[config.mk]
export PLATFORM = sky130hd
export DESIGN_NAME = gpb_pin_banks
export DESIGN_NICKNAME = d
export VERILOG_FILES = /design/src/hdl/gpb_pkg.sv /design/src/hdl/gpb_pin_banks.sv
export VERILOG_INCLUDE_DIRS = /design/src /design/src/hdl
export SDC_FILE = /design/constraint.sdc
export NUM_CORES = 1
export LEC_CHECK = 0
export ABC_AREA = 1
export BUFFER_PORTS_ARGS = -buffer_cell sky130_fd_sc_hd__buf_2
export CAP_MARGIN = 40
export CORE_MARGIN = 5
export CORE_UTILIZATION = 58
export DETAILED_ROUTE_END_ITERATION = 10
export GPL_ROUTABILITY_DRIVEN = 1
export GPL_TIMING_DRIVEN = 0
export PLACE_DENSITY_LB_ADDON = 0.05
export SYNTH_ARGS = -nofsm -noshare
export SYNTH_HDL_FRONTEND = slang
export SYNTH_SLANG_ARGS = --single-unit
[constraint.sdc]
create_clock -name clock_i -period 3.4 [get_ports clock_i]
set_input_delay 0.68 -clock clock_i [delete_from_list [all_inputs] [get_ports clock_i]]
set_output_delay 0.68 -clock clock_i [all_outputs]
set_load 0.005 [all_outputs]
[src/hdl/gpb_params.svh]
// constants for the bidirectional pin bank block
`ifndef GPB_PARAMS_SVH
`define GPB_PARAMS_SVH

`define GPB_ADDR_BANK_A  8'h05
`define GPB_ADDR_BANK_B  8'h06
`define GPB_ADDR_BANK_C  8'h07
`define GPB_ADDR_BANK_D  8'h08
`define GPB_ADDR_BANK_E  8'h09
`define GPB_DIR_RESET    8'hff
`define GPB_MASK_A       8'h0f
`define GPB_MASK_FULL    8'hff
`define GPB_MASK_E       8'hf0
`define GPB_MASK_NONE    8'h00
`define GPB_NUM_BANKS    5
`define GPB_VAR_SMALL    2'h0
`define GPB_VAR_MID      2'h1
`define GPB_VAR_LARGE    2'h2

`endif

[src/hdl/gpb_pkg.sv]
// types for the bidirectional pin bank block
package gpb_pkg;

    // bank access operation requested by the core
    typedef enum logic [1:0]
    {
        GPB_OP_NONE  = 2'h0,
        GPB_OP_WRITE = 2'h1,
        GPB_OP_BSET  = 2'h2,
        GPB_OP_BCLR  = 2'h3
    } gpb_op_t;

    // registered state of the block, apart from the pin driver flops
    typedef struct packed
    {
        logic [4:0][7:0] latch;
        logic [4:0][7:0] dir;
        logic [7:0]      rdata;
        logic            rvalid;
    } gpb_state_t;

endpackage

[src/hdl/gpb_pin_banks.sv]
// five pin banks with output latches and write-only direction registers
//
// Overview of operation
// - bank reads return live pin levels, or the stored byte on storage banks
// - every reset sets all direction bits one
// - bank A has four low pins, upper zero
// - bank B has all eight pins
// - bank C pins on mid/large, else storage
// - bank D pins on large only, else storage
// - bank E high nibble pins on large only
// - direction load copies working register value
// - direction one tristates, zero drives latch
// - direction registers have no read path
// - output latch holds until next write
// - each pin has its own direction bit
// - latches undefined at power-on, kept otherwise
// - bit set/clear read pins, write whole latch
// - write ends cycle, read samples at the closing edge too
`timescale 1ns/1ps
`default_nettype none
`include "gpb_params.svh"

module gpb_pin_banks
#(
    parameter logic [1:0] VARIANT = `GPB_VAR_LARGE  // 0 small, 1 mid, 2 large
)
(
    input  wire logic               clock_i,     // instruction-cycle clock
    input  wire logic               rst_i,       // any reset, sync high
    input  wire logic [7:0]         addr_i,      // file address of access
    input  wire gpb_pkg::gpb_op_t   op_i,        // write / bit set / clear
    input  wire logic [2:0]         bit_sel_i,   // bit for set or clear
    input  wire logic [7:0]         wdata_i,     // data for plain write
    input  wire logic               rd_i,        // read strobe
    input  wire logic               dir_ld_i,    // direction-load strobe
    input  wire logic [7:0]         wreg_i,      // working register value
    input  wire logic [39:0]        pin_in_i,    // pin levels, bank a at lsb
    output logic [39:0]             pin_out_o,   // pin drive values
    output logic [39:0]             pin_oe_o,    // pin drive enables
    output logic [7:0]              rdata_o,     // read data
    output logic                    rvalid_o     // read data valid pulse
);
    import gpb_pkg::*;

    gpb_state_t s_q;
    gpb_state_t s_d;

    ////////////////////////////////////////////////////////////////////////
    // decoding used by read and write paths

    // pins that exist in a bank for this variant
    function automatic logic [7:0] pin_mask(input int b);
        logic [7:0] m;
        m = `GPB_MASK_NONE;
        case (b)
            0: m = `GPB_MASK_A;
            1: m = `GPB_MASK_FULL;
            2: m = (VARIANT != `GPB_VAR_SMALL) ?
                   `GPB_MASK_FULL : `GPB_MASK_NONE;
            3: m = (VARIANT == `GPB_VAR_LARGE) ?
                   `GPB_MASK_FULL : `GPB_MASK_NONE;
            4: m = (VARIANT == `GPB_VAR_LARGE) ?
                   `GPB_MASK_E : `GPB_MASK_NONE;
            default: m = `GPB_MASK_NONE;
        endcase
        return m;
    endfunction

    // a bank with no pins becomes a plain storage byte
    function automatic logic is_storage(input int b);
        return pin_mask(b) == `GPB_MASK_NONE;
    endfunction

    // bank index of an address, or the bank count when unmapped
    function automatic int bank_of(input logic [7:0] a);
        int r;
        r = `GPB_NUM_BANKS;
        case (a)
            `GPB_ADDR_BANK_A: r = 0;
            `GPB_ADDR_BANK_B: r = 1;
            `GPB_ADDR_BANK_C: r = 2;
            `GPB_ADDR_BANK_D: r = 3;
            `GPB_ADDR_BANK_E: r = 4;
            default:          r = `GPB_NUM_BANKS;
        endcase
        return r;
    endfunction

    // value a read of bank b returns: pins, or stored byte for storage
    function automatic logic [7:0] read_val(input int b,
                                            input logic [7:0] lat);
        logic [7:0] v;
        v = `GPB_MASK_NONE;
        if (b < `GPB_NUM_BANKS)
        begin
            if (is_storage(b))
                v = lat;
            else
                v = pin_in_i[b*8 +: 8] & pin_mask(b);
        end
        return v;
    endfunction

    ////////////////////////////////////////////////////////////////////////
    // next-state logic

    // pins are sampled combinationally in the access cycle and results
    // land at its closing edge; external levels must be stable then
    always_comb
    begin
        int         b;
        logic [7:0] cur;
        b      = bank_of(addr_i);
        cur    = `GPB_MASK_NONE;
        s_d    = s_q;
        s_d.rvalid = 1'b0;
        if (b < `GPB_NUM_BANKS)
        begin
            cur = read_val(b, s_q.latch[b]);
            // read path never looks at direction state
            if (rd_i)
            begin
                s_d.rdata  = cur;
                s_d.rvalid = 1'b1;
            end
            // latch written regardless of direction
            case (op_i)
                GPB_OP_WRITE: s_d.latch[b] = wdata_i;
                GPB_OP_BSET:
                begin
                    cur[bit_sel_i] = 1'b1;
                    s_d.latch[b]   = cur;
                end
                GPB_OP_BCLR:
                begin
                    cur[bit_sel_i] = 1'b0;
                    s_d.latch[b]   = cur;
                end
                default: s_d.latch[b] = s_q.latch[b];
            endcase
            if (dir_ld_i && !is_storage(b))
                s_d.dir[b] = wreg_i;
        end
        // reset sets direction and clears read data; latches keep content
        if (rst_i)
        begin
            for (int i = 0; i < `GPB_NUM_BANKS; i++)
                s_d.dir[i] = `GPB_DIR_RESET;
            s_d.rdata  = `GPB_MASK_NONE;
            s_d.rvalid = 1'b0;
        end
    end

    ////////////////////////////////////////////////////////////////////////
    // state register; latches are left without reset on purpose

    always_ff @(posedge clock_i)
    begin
        s_q <= s_d;
    end

    ////////////////////////////////////////////////////////////////////////
    // pin drivers, one per pin, registered outputs

    logic [39:0] drv_q;
    logic [39:0] oe_q;

    genvar g;
    generate
        for (g = 0; g < 40; g++)
        begin : g_pin
            // pins missing in this variant never get an enable; the mask
            // is fixed at elaboration so no decode logic is spent on it
            localparam logic [7:0] BMASK = pin_mask(g / 8);
            // each pin has its own enable from its own bit
            always_ff @(posedge clock_i)
            begin
                if (rst_i)
                begin
                    oe_q[g]  <= 1'b0;
                    drv_q[g] <= 1'b0;
                end
                else
                begin
                    oe_q[g]  <= ~s_d.dir[g/8][g%8]
                                & BMASK[g%8];
                    drv_q[g] <= s_d.latch[g/8][g%8];
                end
            end
        end
    endgenerate

    assign pin_out_o = drv_q;
    assign pin_oe_o  = oe_q;
    assign rdata_o   = s_q.rdata;
    assign rvalid_o  = s_q.rvalid;

    ////////////////////////////////////////////////////////////////////////
    // checks

    AST_RST_TRI: assert property (@(posedge clock_i)
        rst_i |=> (pin_oe_o == 40'h0) && (s_q.dir[1] == `GPB_DIR_RESET))
        else $error("pins not tristated after reset");

    AST_READ_PINS: assert property (@(posedge clock_i) disable iff (rst_i)
        rd_i && bank_of(addr_i) == 1
        |=> rvalid_o && rdata_o == $past(pin_in_i[15:8]))
        else $error("bank b read not pin levels");

    AST_A_HIGH_ZERO: assert property (@(posedge clock_i) disable iff (rst_i)
        rd_i && addr_i == `GPB_ADDR_BANK_A |=> rdata_o[7:4] == 4'h0)
        else $error("bank a high nibble not zero");

    AST_DIR_LOAD: assert property (@(posedge clock_i) disable iff (rst_i)
        dir_ld_i && addr_i == `GPB_ADDR_BANK_B
        |=> s_q.dir[1] == $past(wreg_i) ##1 pin_oe_o[15:8] == ~s_q.dir[1])
        else $error("direction load wrong");

    AST_HOLD: assert property (@(posedge clock_i)
        op_i == GPB_OP_NONE |=> $stable(s_q.latch))
        else $error("latch changed without write");

    AST_DRIVE: assert property (@(posedge clock_i) disable iff (rst_i)
        pin_oe_o[8] |-> pin_out_o[8] == s_q.latch[1][0])
        else $error("driven pin not latch value");

    AST_BSET: assert property (@(posedge clock_i) disable iff (rst_i)
        op_i == GPB_OP_BSET && addr_i == `GPB_ADDR_BANK_B
        |=> s_q.latch[1] == ($past(pin_in_i[15:8])
                             | (8'h01 << $past(bit_sel_i))))
        else $error("bit set not read-modify-write");

    AST_E_ABSENT: assert property (@(posedge clock_i)
        VARIANT != `GPB_VAR_LARGE |-> pin_oe_o[39:24] == 16'h0)
        else $error("absent bank driven");

    ////////////////////////////////////////////////////////////////////////
    // reset and direction checks; the latches stay out of these because
    // they hold unknown content until software first writes them

    // every bank, not only bank b, comes out of reset as inputs
    AST_DIR_ALL_RST: assert property (@(posedge clock_i)
        rst_i |=> s_q.dir == {5{`GPB_DIR_RESET}})
        else $error("direction not all ones after reset");

    // bank b enables follow their own direction bits one by one
    AST_OE_PER_PIN: assert property (@(posedge clock_i) disable iff (rst_i)
        1'b1 |-> pin_oe_o[15:8] == ~s_q.dir[1])
        else $error("bank b enable not per pin");

    // bank e high nibble follows a direction load on the large part
    AST_DIR_LOAD_E: assert property (@(posedge clock_i) disable iff (rst_i)
        VARIANT == `GPB_VAR_LARGE && dir_ld_i
        && addr_i == `GPB_ADDR_BANK_E
        |=> pin_oe_o[39:36] == ~$past(wreg_i[7:4]))
        else $error("bank e direction load wrong");

    // a storage byte has no direction register to load
    AST_DIR_STORAGE: assert property (@(posedge clock_i) disable iff (rst_i)
        VARIANT == `GPB_VAR_SMALL && dir_ld_i
        && addr_i == `GPB_ADDR_BANK_C |=> $stable(s_q.dir[2]))
        else $error("storage byte took a direction");

    // unimplemented bit positions never drive
    AST_A_HIGH_NO_OE: assert property (@(posedge clock_i)
        1'b1 |-> pin_oe_o[7:4] == 4'h0)
        else $error("bank a high nibble driven");

    AST_E_LOW_NO_OE: assert property (@(posedge clock_i)
        1'b1 |-> pin_oe_o[35:32] == 4'h0)
        else $error("bank e low nibble driven");

    AST_C_SMALL_NO_OE: assert property (@(posedge clock_i)
        VARIANT == `GPB_VAR_SMALL |-> pin_oe_o[23:16] == 8'h0)
        else $error("storage bank c driven");

    AST_D_NO_OE: assert property (@(posedge clock_i)
        VARIANT != `GPB_VAR_LARGE |-> pin_oe_o[31:24] == 8'h0)
        else $error("storage bank d driven");

    ////////////////////////////////////////////////////////////////////////
    // read and latch checks

    // bank a reads pins, masked to its four implemented bits
    AST_READ_A: assert property (@(posedge clock_i) disable iff (rst_i)
        rd_i && addr_i == `GPB_ADDR_BANK_A
        |=> rdata_o == ($past(pin_in_i[7:0]) & `GPB_MASK_A))
        else $error("bank a read not pin levels");

    // bank e low nibble reads zero on the large part
    AST_E_LOW_ZERO: assert property (@(posedge clock_i) disable iff (rst_i)
        VARIANT == `GPB_VAR_LARGE && rd_i && addr_i == `GPB_ADDR_BANK_E
        |=> rdata_o[3:0] == 4'h0)
        else $error("bank e low nibble not zero");

    // on the small part bank c reads back the stored byte
    AST_STORAGE_C: assert property (@(posedge clock_i) disable iff (rst_i)
        VARIANT == `GPB_VAR_SMALL && rd_i && addr_i == `GPB_ADDR_BANK_C
        |=> rdata_o == $past(s_q.latch[2]))
        else $error("storage byte read wrong");

    // unmapped addresses give no read answer
    AST_UNMAPPED: assert property (@(posedge clock_i) disable iff (rst_i)
        rd_i && bank_of(addr_i) == `GPB_NUM_BANKS |=> !rvalid_o)
        else $error("unmapped read answered");

    // valid is a single pulse that only a read request raises
    AST_RVALID_PULSE: assert property (@(posedge clock_i)
        !rd_i |=> !rvalid_o)
        else $error("read valid without request");

    // read data stands until the next read
    AST_RDATA_HOLD: assert property (@(posedge clock_i) disable iff (rst_i)
        !rd_i |=> $stable(rdata_o))
        else $error("read data changed without read");

    // plain write lands whatever the direction is
    AST_WRITE: assert property (@(posedge clock_i) disable iff (rst_i)
        op_i == GPB_OP_WRITE && addr_i == `GPB_ADDR_BANK_B
        |=> s_q.latch[1] == $past(wdata_i))
        else $error("latch write not taken");

    // bit clear also writes back every other pin level
    AST_BCLR: assert property (@(posedge clock_i) disable iff (rst_i)
        op_i == GPB_OP_BCLR && addr_i == `GPB_ADDR_BANK_B
        |=> s_q.latch[1] == ($past(pin_in_i[15:8])
                             & ~(8'h01 << $past(bit_sel_i))))
        else $error("bit clear not read-modify-write");

    // a driven bank b top pin shows its latch bit
    AST_DRIVE_B: assert property (@(posedge clock_i) disable iff (rst_i)
        pin_oe_o[15] |-> pin_out_o[15] == s_q.latch[1][7])
        else $error("driven top pin not latch value");

endmodule
`default_nettype wire

==> metrics.yaml, run 1 <==
finish:
  final_util_pct: 72.2
  multi_input_area_um2: 2930
  design_area_um2: 8210
  n_antenna_cell: 0
  nNetsFinal: 1168
  fin_cells: 1251
  final_cell_mix: "nand2_1 (214), buf_2 (159), dfxtp_1 (153), inv_1 (105), nor2_1 (91)"
  drive_gt1_share_pct: 21.1
  regArea_um2: 3060
  fill_cells: 966
  final_common_cell: "nand2_1"
  areaGrowthSynthToFinish_pct: 22.8
synth:
  yosys.area_share.simple_pct: 26.1
  synth_area_leader_cell: "dfxtp_1"
  synthDistinctLibCells: 37
  synth_enable_flop_cells: 0
  async_flop_share_pct: 0
  avgSynthCellArea_um2: 7.25
  netlist.area_leader.share_pct: 45.8
  synthCells: 923
  yosysSeqAreaShare_pct: 45.8
  synth_compound_area_share_pct: 17.3
  synth_xor_xnor_area_share_pct: 0
  yosys-top-cells-area: "dfxtp_1 (46%), nand2_1 (12%), inv_1 (5.9%), nor2_1 (5.1%), o211ai_1 (4.9%)"
  synthAdderAreaFrac_pct: 0
  muxShareOfSynthArea_pct: 0
  synth_warnings: 0
  synthFlopType: "dfxtp_1"
  syn_area_um2: 6690
  synth_seq_cells: 153
  synth_top_family_by_area: "simple AND/OR/NAND/NOR gates"
floorplanning:
  die_w_um: 117
  core.rowCount: 39
  die_y_um: 117
  coreArea_um2: 11400
  pin_count: 162
  dieArea_um2: 13800
  initial_utilization_pct: 58.8
pwr:
  seqPwrFrac_pct: 46.3
  intPower_mw: 3.04
  vdd.ir_drop.worst_uv: 481
  clkPwrFrac_pct: 46.2
  p_comb_share_pct: 7.5
  p_total_mw: 3.99
  p_leak_nw: 4.45
  p_sw_uw: 947
  switching_share_pct: 23.7
  power_density_nw_per_um2: 486
grt:
  track_usage_pct: 29.9
  gr-total-overflow: 0
  grt_max_degree: 17
  grt_pass1_vias: 6467
  grt_first_pass_wirelength_um: 33100
  antenna_found_initial: 0
clocking:
  worstSkewPairLatency_ns: 0.43
  post_cts_buffers: 0
  cts.sinks: 153
  cts_resized: 0
  cts_made_buffers: 17
  cts_root_buf: "clkbuf_16"
  cts_tree: "yes"
  htreeDepth: 4
  postCtsHoldBufs: 0
  clk_pin_slew_worst_paths_ns: 0.06
  clk_path_buf_depth: 2
sta:
  fin_ws_ns: 0.943
  timing.final.crit_period_ns: 2.46
  fin_crit_sh_pct: 72.3
  finalMaxSlewViolations: 0
  skew_ns: 0.0103
  fmax_mhz: 407
  hold_violations: 0
  hold_slack_ns: 0.482
  setup_viol: 0
  rsz0062_at_grt: "false"
  worst_slew_pin_slew_ns: 0.829
  fin_tns_setup_ns: 0
  slew_headroom_pct: 44.5
setup_path:
  critPathLaunch: "addr_i[5]"
  crit_path_end_kind: "flip-flop"
  timing.rr.end: "pin_out_o[8]$_SDFF_PP0_"
  rr_worst_depth: 6
  worstPathArrival_ns: 2.74
  r2r-start: "s_q[81]$_DFF_P_"
  crit_path_end: "pin_out_o[8]$_SDFF_PP0_"
  critPathLaunchType: "input pin"
  path_class: "input pin to flip-flop"
  crit_required_ns: 3.68
  critical_path.max_fanout: 10
  reg2reg_slack_ns: 1.93
route:
  vias: 6914
  detail-route-antenna-nets: 0
  drt_iter0_drc: 730
  drtPass1Iterations: 8
  viasPerCell: 5.53
  avgRoutedWirePerCell_um: 16.9
  drc_errors: 0
  routed_wl_um: 21200
placement:
  io_buffers: 146
  post-place-ws_ns: 0.613
  placed_cell_area_um2: 7620
  gp_congestion: 1.05
  dp_cells: 1219
  hpwl_um: 15600
hold_path:
  hold_class: "flip-flop to flip-flop"
run:
  maxCapViolations: 0
status:
  status: "finished, final reports clean"
-- per-layer routing --
metal	vias up	part of all wire, %	GRT usage (%)
met1	3130	40	38.1
met2	388	46	47.8
met4	0	3.4	12.7
met5	-	0	0
li1	3343	-	-
met3	53	9.8	7.75
-- cells in the mapped netlist, drive strengths merged, types with 2 or more instances --
| library cell | instances |
|---|---|
| nand3 | 48 |
| nor3 | 7 |
| and2 | 2 |
| a211oi | 2 |
| o211ai | 45 |
| nand4 | 16 |
| clkinv | 4 |
| clkbuf | 22 |
| buf | 32 |
| nor2 | 95 |
| nand3b | 8 |
| or2 | 8 |
| o22ai | 13 |
| nand2 | 219 |
| a21oi | 64 |
| inv | 109 |
| o21ai | 64 |
| o21bai | 7 |
| dfxtp | 153 |
-- critical path, cell delays in order --
cell and delay [ns]:
buf_2 0.09, nor2_1 0.16, nand2_2 0.12, inv_4 0.13, nand2_2 0.08, buf_6 0.16, buf_2 0.23, nor2_1 0.67
a21oi_1 0.16, nand2_1 0.17, a21oi_1 0.08
-- cell type report --
cell class	count	share of cell area, %
Buffer	54	3.58
Clock inverter	9	1.10
Multi-Input combinational cell	610	35.7
Sequential cell	153	37.3
Clock buffer	23	6.06
Inverter	113	5.20
Tap cell	143	2.18
Timing Repair Buffer	146	8.90
-- flip-flops by register name (all words and copies together), names as in the netlist --
register / flops
rdata_o: 8
pin_oe_o: 32
pin_out_o: 40
rvalid_o: 1
s_q: 72
-- how the worst min path moves through the flow --
| stage | start | endpoint | cells past startpoint |
|---|---|---|---|
| finish | s_q[18]$_DFF_P_ | s_q[18]$_DFF_P_ | 2 |
| global route | s_q[22]$_DFF_P_ | s_q[22]$_DFF_P_ | 2 |
| CTS | s_q[83]$_DFF_P_ | s_q[83]$_DFF_P_ | 2 |
| detailed placement | s_q[12]$_DFF_P_ | s_q[12]$_DFF_P_ | 2 |
| global placement | s_q[83]$_DFF_P_ | s_q[83]$_DFF_P_ | 2 |
| floorplan | s_q[81]$_DFF_P_ | s_q[81]$_DFF_P_ | 2 |
-- power by group through the flow --
stage / combinational [mW] / sequential (mW) / clock, mW
final: 0.298 / 1.85 / 1.84
after global routing: 0.329 / 1.85 / 1.94
after CTS: 0.291 / 1.85 / 1.85
after detailed placement: 0.290 / 1.89 / 0
after global placement: 0.288 / 1.89 / 0
after floorplan: 0.169 / 1.89 / 0
-- cells by family (layout without fill, tap and decap cells) --
family          after synthesis  in the layout
compound gates              198            198
flops                       153            153
simple gates                404            404
buf+inv                     167            345
other cells                   1              8
No activity file was read; power rests on OpenSTA's default activity.
==> run 2: changes to the inputs <==
--- a/config.mk
+++ b/config.mk
@@ -10,7 +10,7 @@
 export BUFFER_PORTS_ARGS = -buffer_cell sky130_fd_sc_hd__buf_2
 export CAP_MARGIN = 40
 export CORE_MARGIN = 5
-export CORE_UTILIZATION = 58
+export CORE_UTILIZATION = 54
 export DETAILED_ROUTE_END_ITERATION = 10
 export GPL_ROUTABILITY_DRIVEN = 1
 export GPL_TIMING_DRIVEN = 0
==> constraint.sdc (replaced) <==
create_clock -name clock_i -period 2.3 [get_ports clock_i]
set_input_delay 0.46 -clock clock_i [delete_from_list [all_inputs] [get_ports clock_i]]
set_output_delay 0.46 -clock clock_i [all_outputs]
set_load 0.005 [all_outputs]
==> metrics.yaml, run 2 (synthesis results as in run 1) <==
route:
  avgRoutedWirePerCell_um: 17.1  # was 16.9 um
  drc_errors: 0  # unchanged
  drtPass1Iterations: 6  # was 8
  routed_wl_um: 21900  # was 21200 um
  drt_iter0_drc: 712  # was 730
  viasPerCell: 5.38  # was 5.53
  detail-route-antenna-nets: 0  # unchanged
  vias: 6868  # was 6914
clocking:
  cts.sinks: 153  # unchanged
  clk_pin_slew_worst_paths_ns: 0.06  # about the same
  worstSkewPairLatency_ns: 0.43  # about the same
  cts_made_buffers: 17  # unchanged
  htreeDepth: 4  # unchanged
  cts_root_buf: "clkbuf_16"  # unchanged
  clk_path_buf_depth: 2  # unchanged
  postCtsHoldBufs: 0  # unchanged
  cts_tree: "yes"  # unchanged
grt:
  grt_pass1_vias: 6237  # was 6467
  track_usage_pct: 29.4  # was 29.9%
  gr-total-overflow: 0  # unchanged
  grt_max_degree: 17  # unchanged
  met3_usage_pct: 6.48  # was 7.75%
  top_usage_layer: "met2"  # unchanged
  globalRouteMet1Util_pct: 39.3  # was 38.1%
  grt_use_met2_pct: 46.4  # was 47.8%
  grt_first_pass_wirelength_um: 33200  # was 33100 um
  antenna_found_initial: 0  # unchanged
placement:
  hpwl_um: 15800  # was 15600 um
  io_buffers: 146  # unchanged
  post-place-ws_ns: -0.312  # was 0.613 ns
  gp_congestion: 1.01  # was 1.05
sta:
  skew_ns: 0.00749  # was 0.0103 ns
  setup_viol: 0  # unchanged
  fin_ws_ns: 0.0741  # was 0.943 ns
  worst_slew_pin_slew_ns: 0.681  # was 0.829 ns
  slew_headroom_pct: 54.6  # was 44.5%
  fmax_mhz: 449
  fin_crit_sh_pct: 96.8
  finalMaxSlewViolations: 0  # unchanged
  rsz0062_at_grt: "false"  # unchanged
  timing.final.crit_period_ns: 2.23
  hold_violations: 0  # unchanged
finish:
  regMostFlops: "s_q"  # unchanged
  drive_gt1_share_pct: 21.5  # was 21.1%
  nNetsFinal: 1168  # unchanged
  largest_reg_flops: 72  # unchanged
  n_antenna_cell: 0  # unchanged
  final_common_cell: "nand2_1"  # unchanged
  areaGrowthSynthToFinish_pct: 23.4  # was 22.8%
  final_cell_mix: "nand2_1 (214), buf_2 (159), dfxtp_1 (153), inv_1 (105), nor2_1 (89)"  # was nand2_1 (214), buf_2 (159), dfxtp_1 (153), inv_1 (105), nor2_1 (91)
setup_path:
  path_class: "input pin to flip-flop"  # unchanged
  max_stage_delay_ns: 0.51  # was 0.67 ns
  path_buf_inv: 3  # was 4
  crit_slowest_cell: "nor2_1"  # unchanged
  worstPathCellList: "clkbuf_1, nor2_1, inv_1, clkbuf_1, nor2_1, o21ai_0, nand3b_1, nor2_1"  # was buf_2, nor2_1, nand2_2, inv_4, nand2_2, buf_6, buf_2, nor2_1, a21oi_1, nand2_1, a21oi_1
  worstPathArrival_ns: 2.52  # was 2.74 ns
  reg2reg_slack_ns: 0.88  # was 1.93 ns
  crit_family: "simple AND/OR/NAND/NOR gates"  # unchanged
  cp_common_cell: "nor2_1"
  crit_required_ns: 2.59  # was 3.68 ns
  critPathLaunchType: "input pin"  # unchanged
  critical_path.max_fanout: 10  # unchanged
  crit_path_end_kind: "flip-flop"  # unchanged
pwr:
  vdd.ir_drop.worst_uv: 625  # was 481 uV
  p_total_mw: 5.91  # was 3.99 mW
  power_density_nw_per_um2: 716  # was 486 nW/um^2
  p_leak_nw: 4.46  # was 4.45 nW
floorplanning:
  dieArea_um2: 14700  # was 13800 um^2
  die_w_um: 121  # was 117 um
  core.rowCount: 40  # was 39
  coreArea_um2: 12100  # was 11400 um^2
  pin_count: 162  # unchanged
  die_y_um: 121  # was 117 um
  initial_utilization_pct: 55.4  # was 58.8%
status:
  status: "finished, final reports clean"  # unchanged
run:
  maxCapViolations: 0  # unchanged
hold_path:
  hold_class: "input pin to flip-flop"  # was flip-flop to flip-flop
## run 2: path summary, 6_finish.rpt
check | startpoint | cells after the start | end
max reg2reg | s_q[85]$_DFF_P_ | 6 | pin_out_o[4]$_SDFF_PP0_
min reg2reg | s_q[35]$_DFF_P_ | 2 | s_q[35]$_DFF_P_
min | rd_i | 3 | rvalid_o$_SDFF_PP0_
max | op_i[0] | 8 | pin_out_o[3]$_SDFF_PP0_
## run 2: timing repair
item,in CTS,in global routing
setup endpoints to repair,0,15
buffers inserted,0,0
gates resized for setup,0,5
## run 2: layer usage
layer | vias up | share of wire [%]
li1 | 3345 | -
met5 | - | 0
met4 | 0 | 2.7
met2 | 337 | 45
met1 | 3138 | 44
met3 | 48 | 8.9
## run 2: through the flow
stage | hold slack [ns] | setup TNS, ns | area (um^2) | utilization (%) | instances
3_3_place_gp | 0.459 | -11.29 | 7650 | 63.5 | 1244
6_report | 0.300 | 0 | 8250 | 68.4 | 1276
4_1_cts | 0.283 | 0 | 8230 | 68.3 | 1276
5_1_grt | 0.306 | 0 | 8250 | 68.4 | 1276
3_5_place_dp | 0.466 | -12.31 | 7650 | 63.5 | 1244
2_1_floorplan | 0.444 | 0 | 6710 | - | 930
## run 2: layout make-up
type	count	area (um^2)
Inverter	113	430
Fill cell	1057	3810
Tap cell	168	210
Multi-Input combinational cell	610	2950
Timing Repair Buffer	146	731
Buffer	54	294
Sequential cell	153	3060
Clock buffer	17	425
Clock inverter	15	153
## run 2: worst reg2reg max path, delay by kind of cell, from the launching register on
family	cells	cell delay, ns
AO/OA/AOI/OAI	4	0.71
buffers and inverters	1	0.06
flip-flops	1	0.34
AND/OR/NAND/NOR	1	0.25
## run 2: report_power, final
group | leakage (nW) | switching [mW] | internal (mW)
Sequential | 1.24 | 0.0247 | 2.71
Clock | 0.284 | 1.20 | 1.53
Combinational | 2.93 | 0.288 | 0.155
Total | 4.46 | 1.52 | 4.39
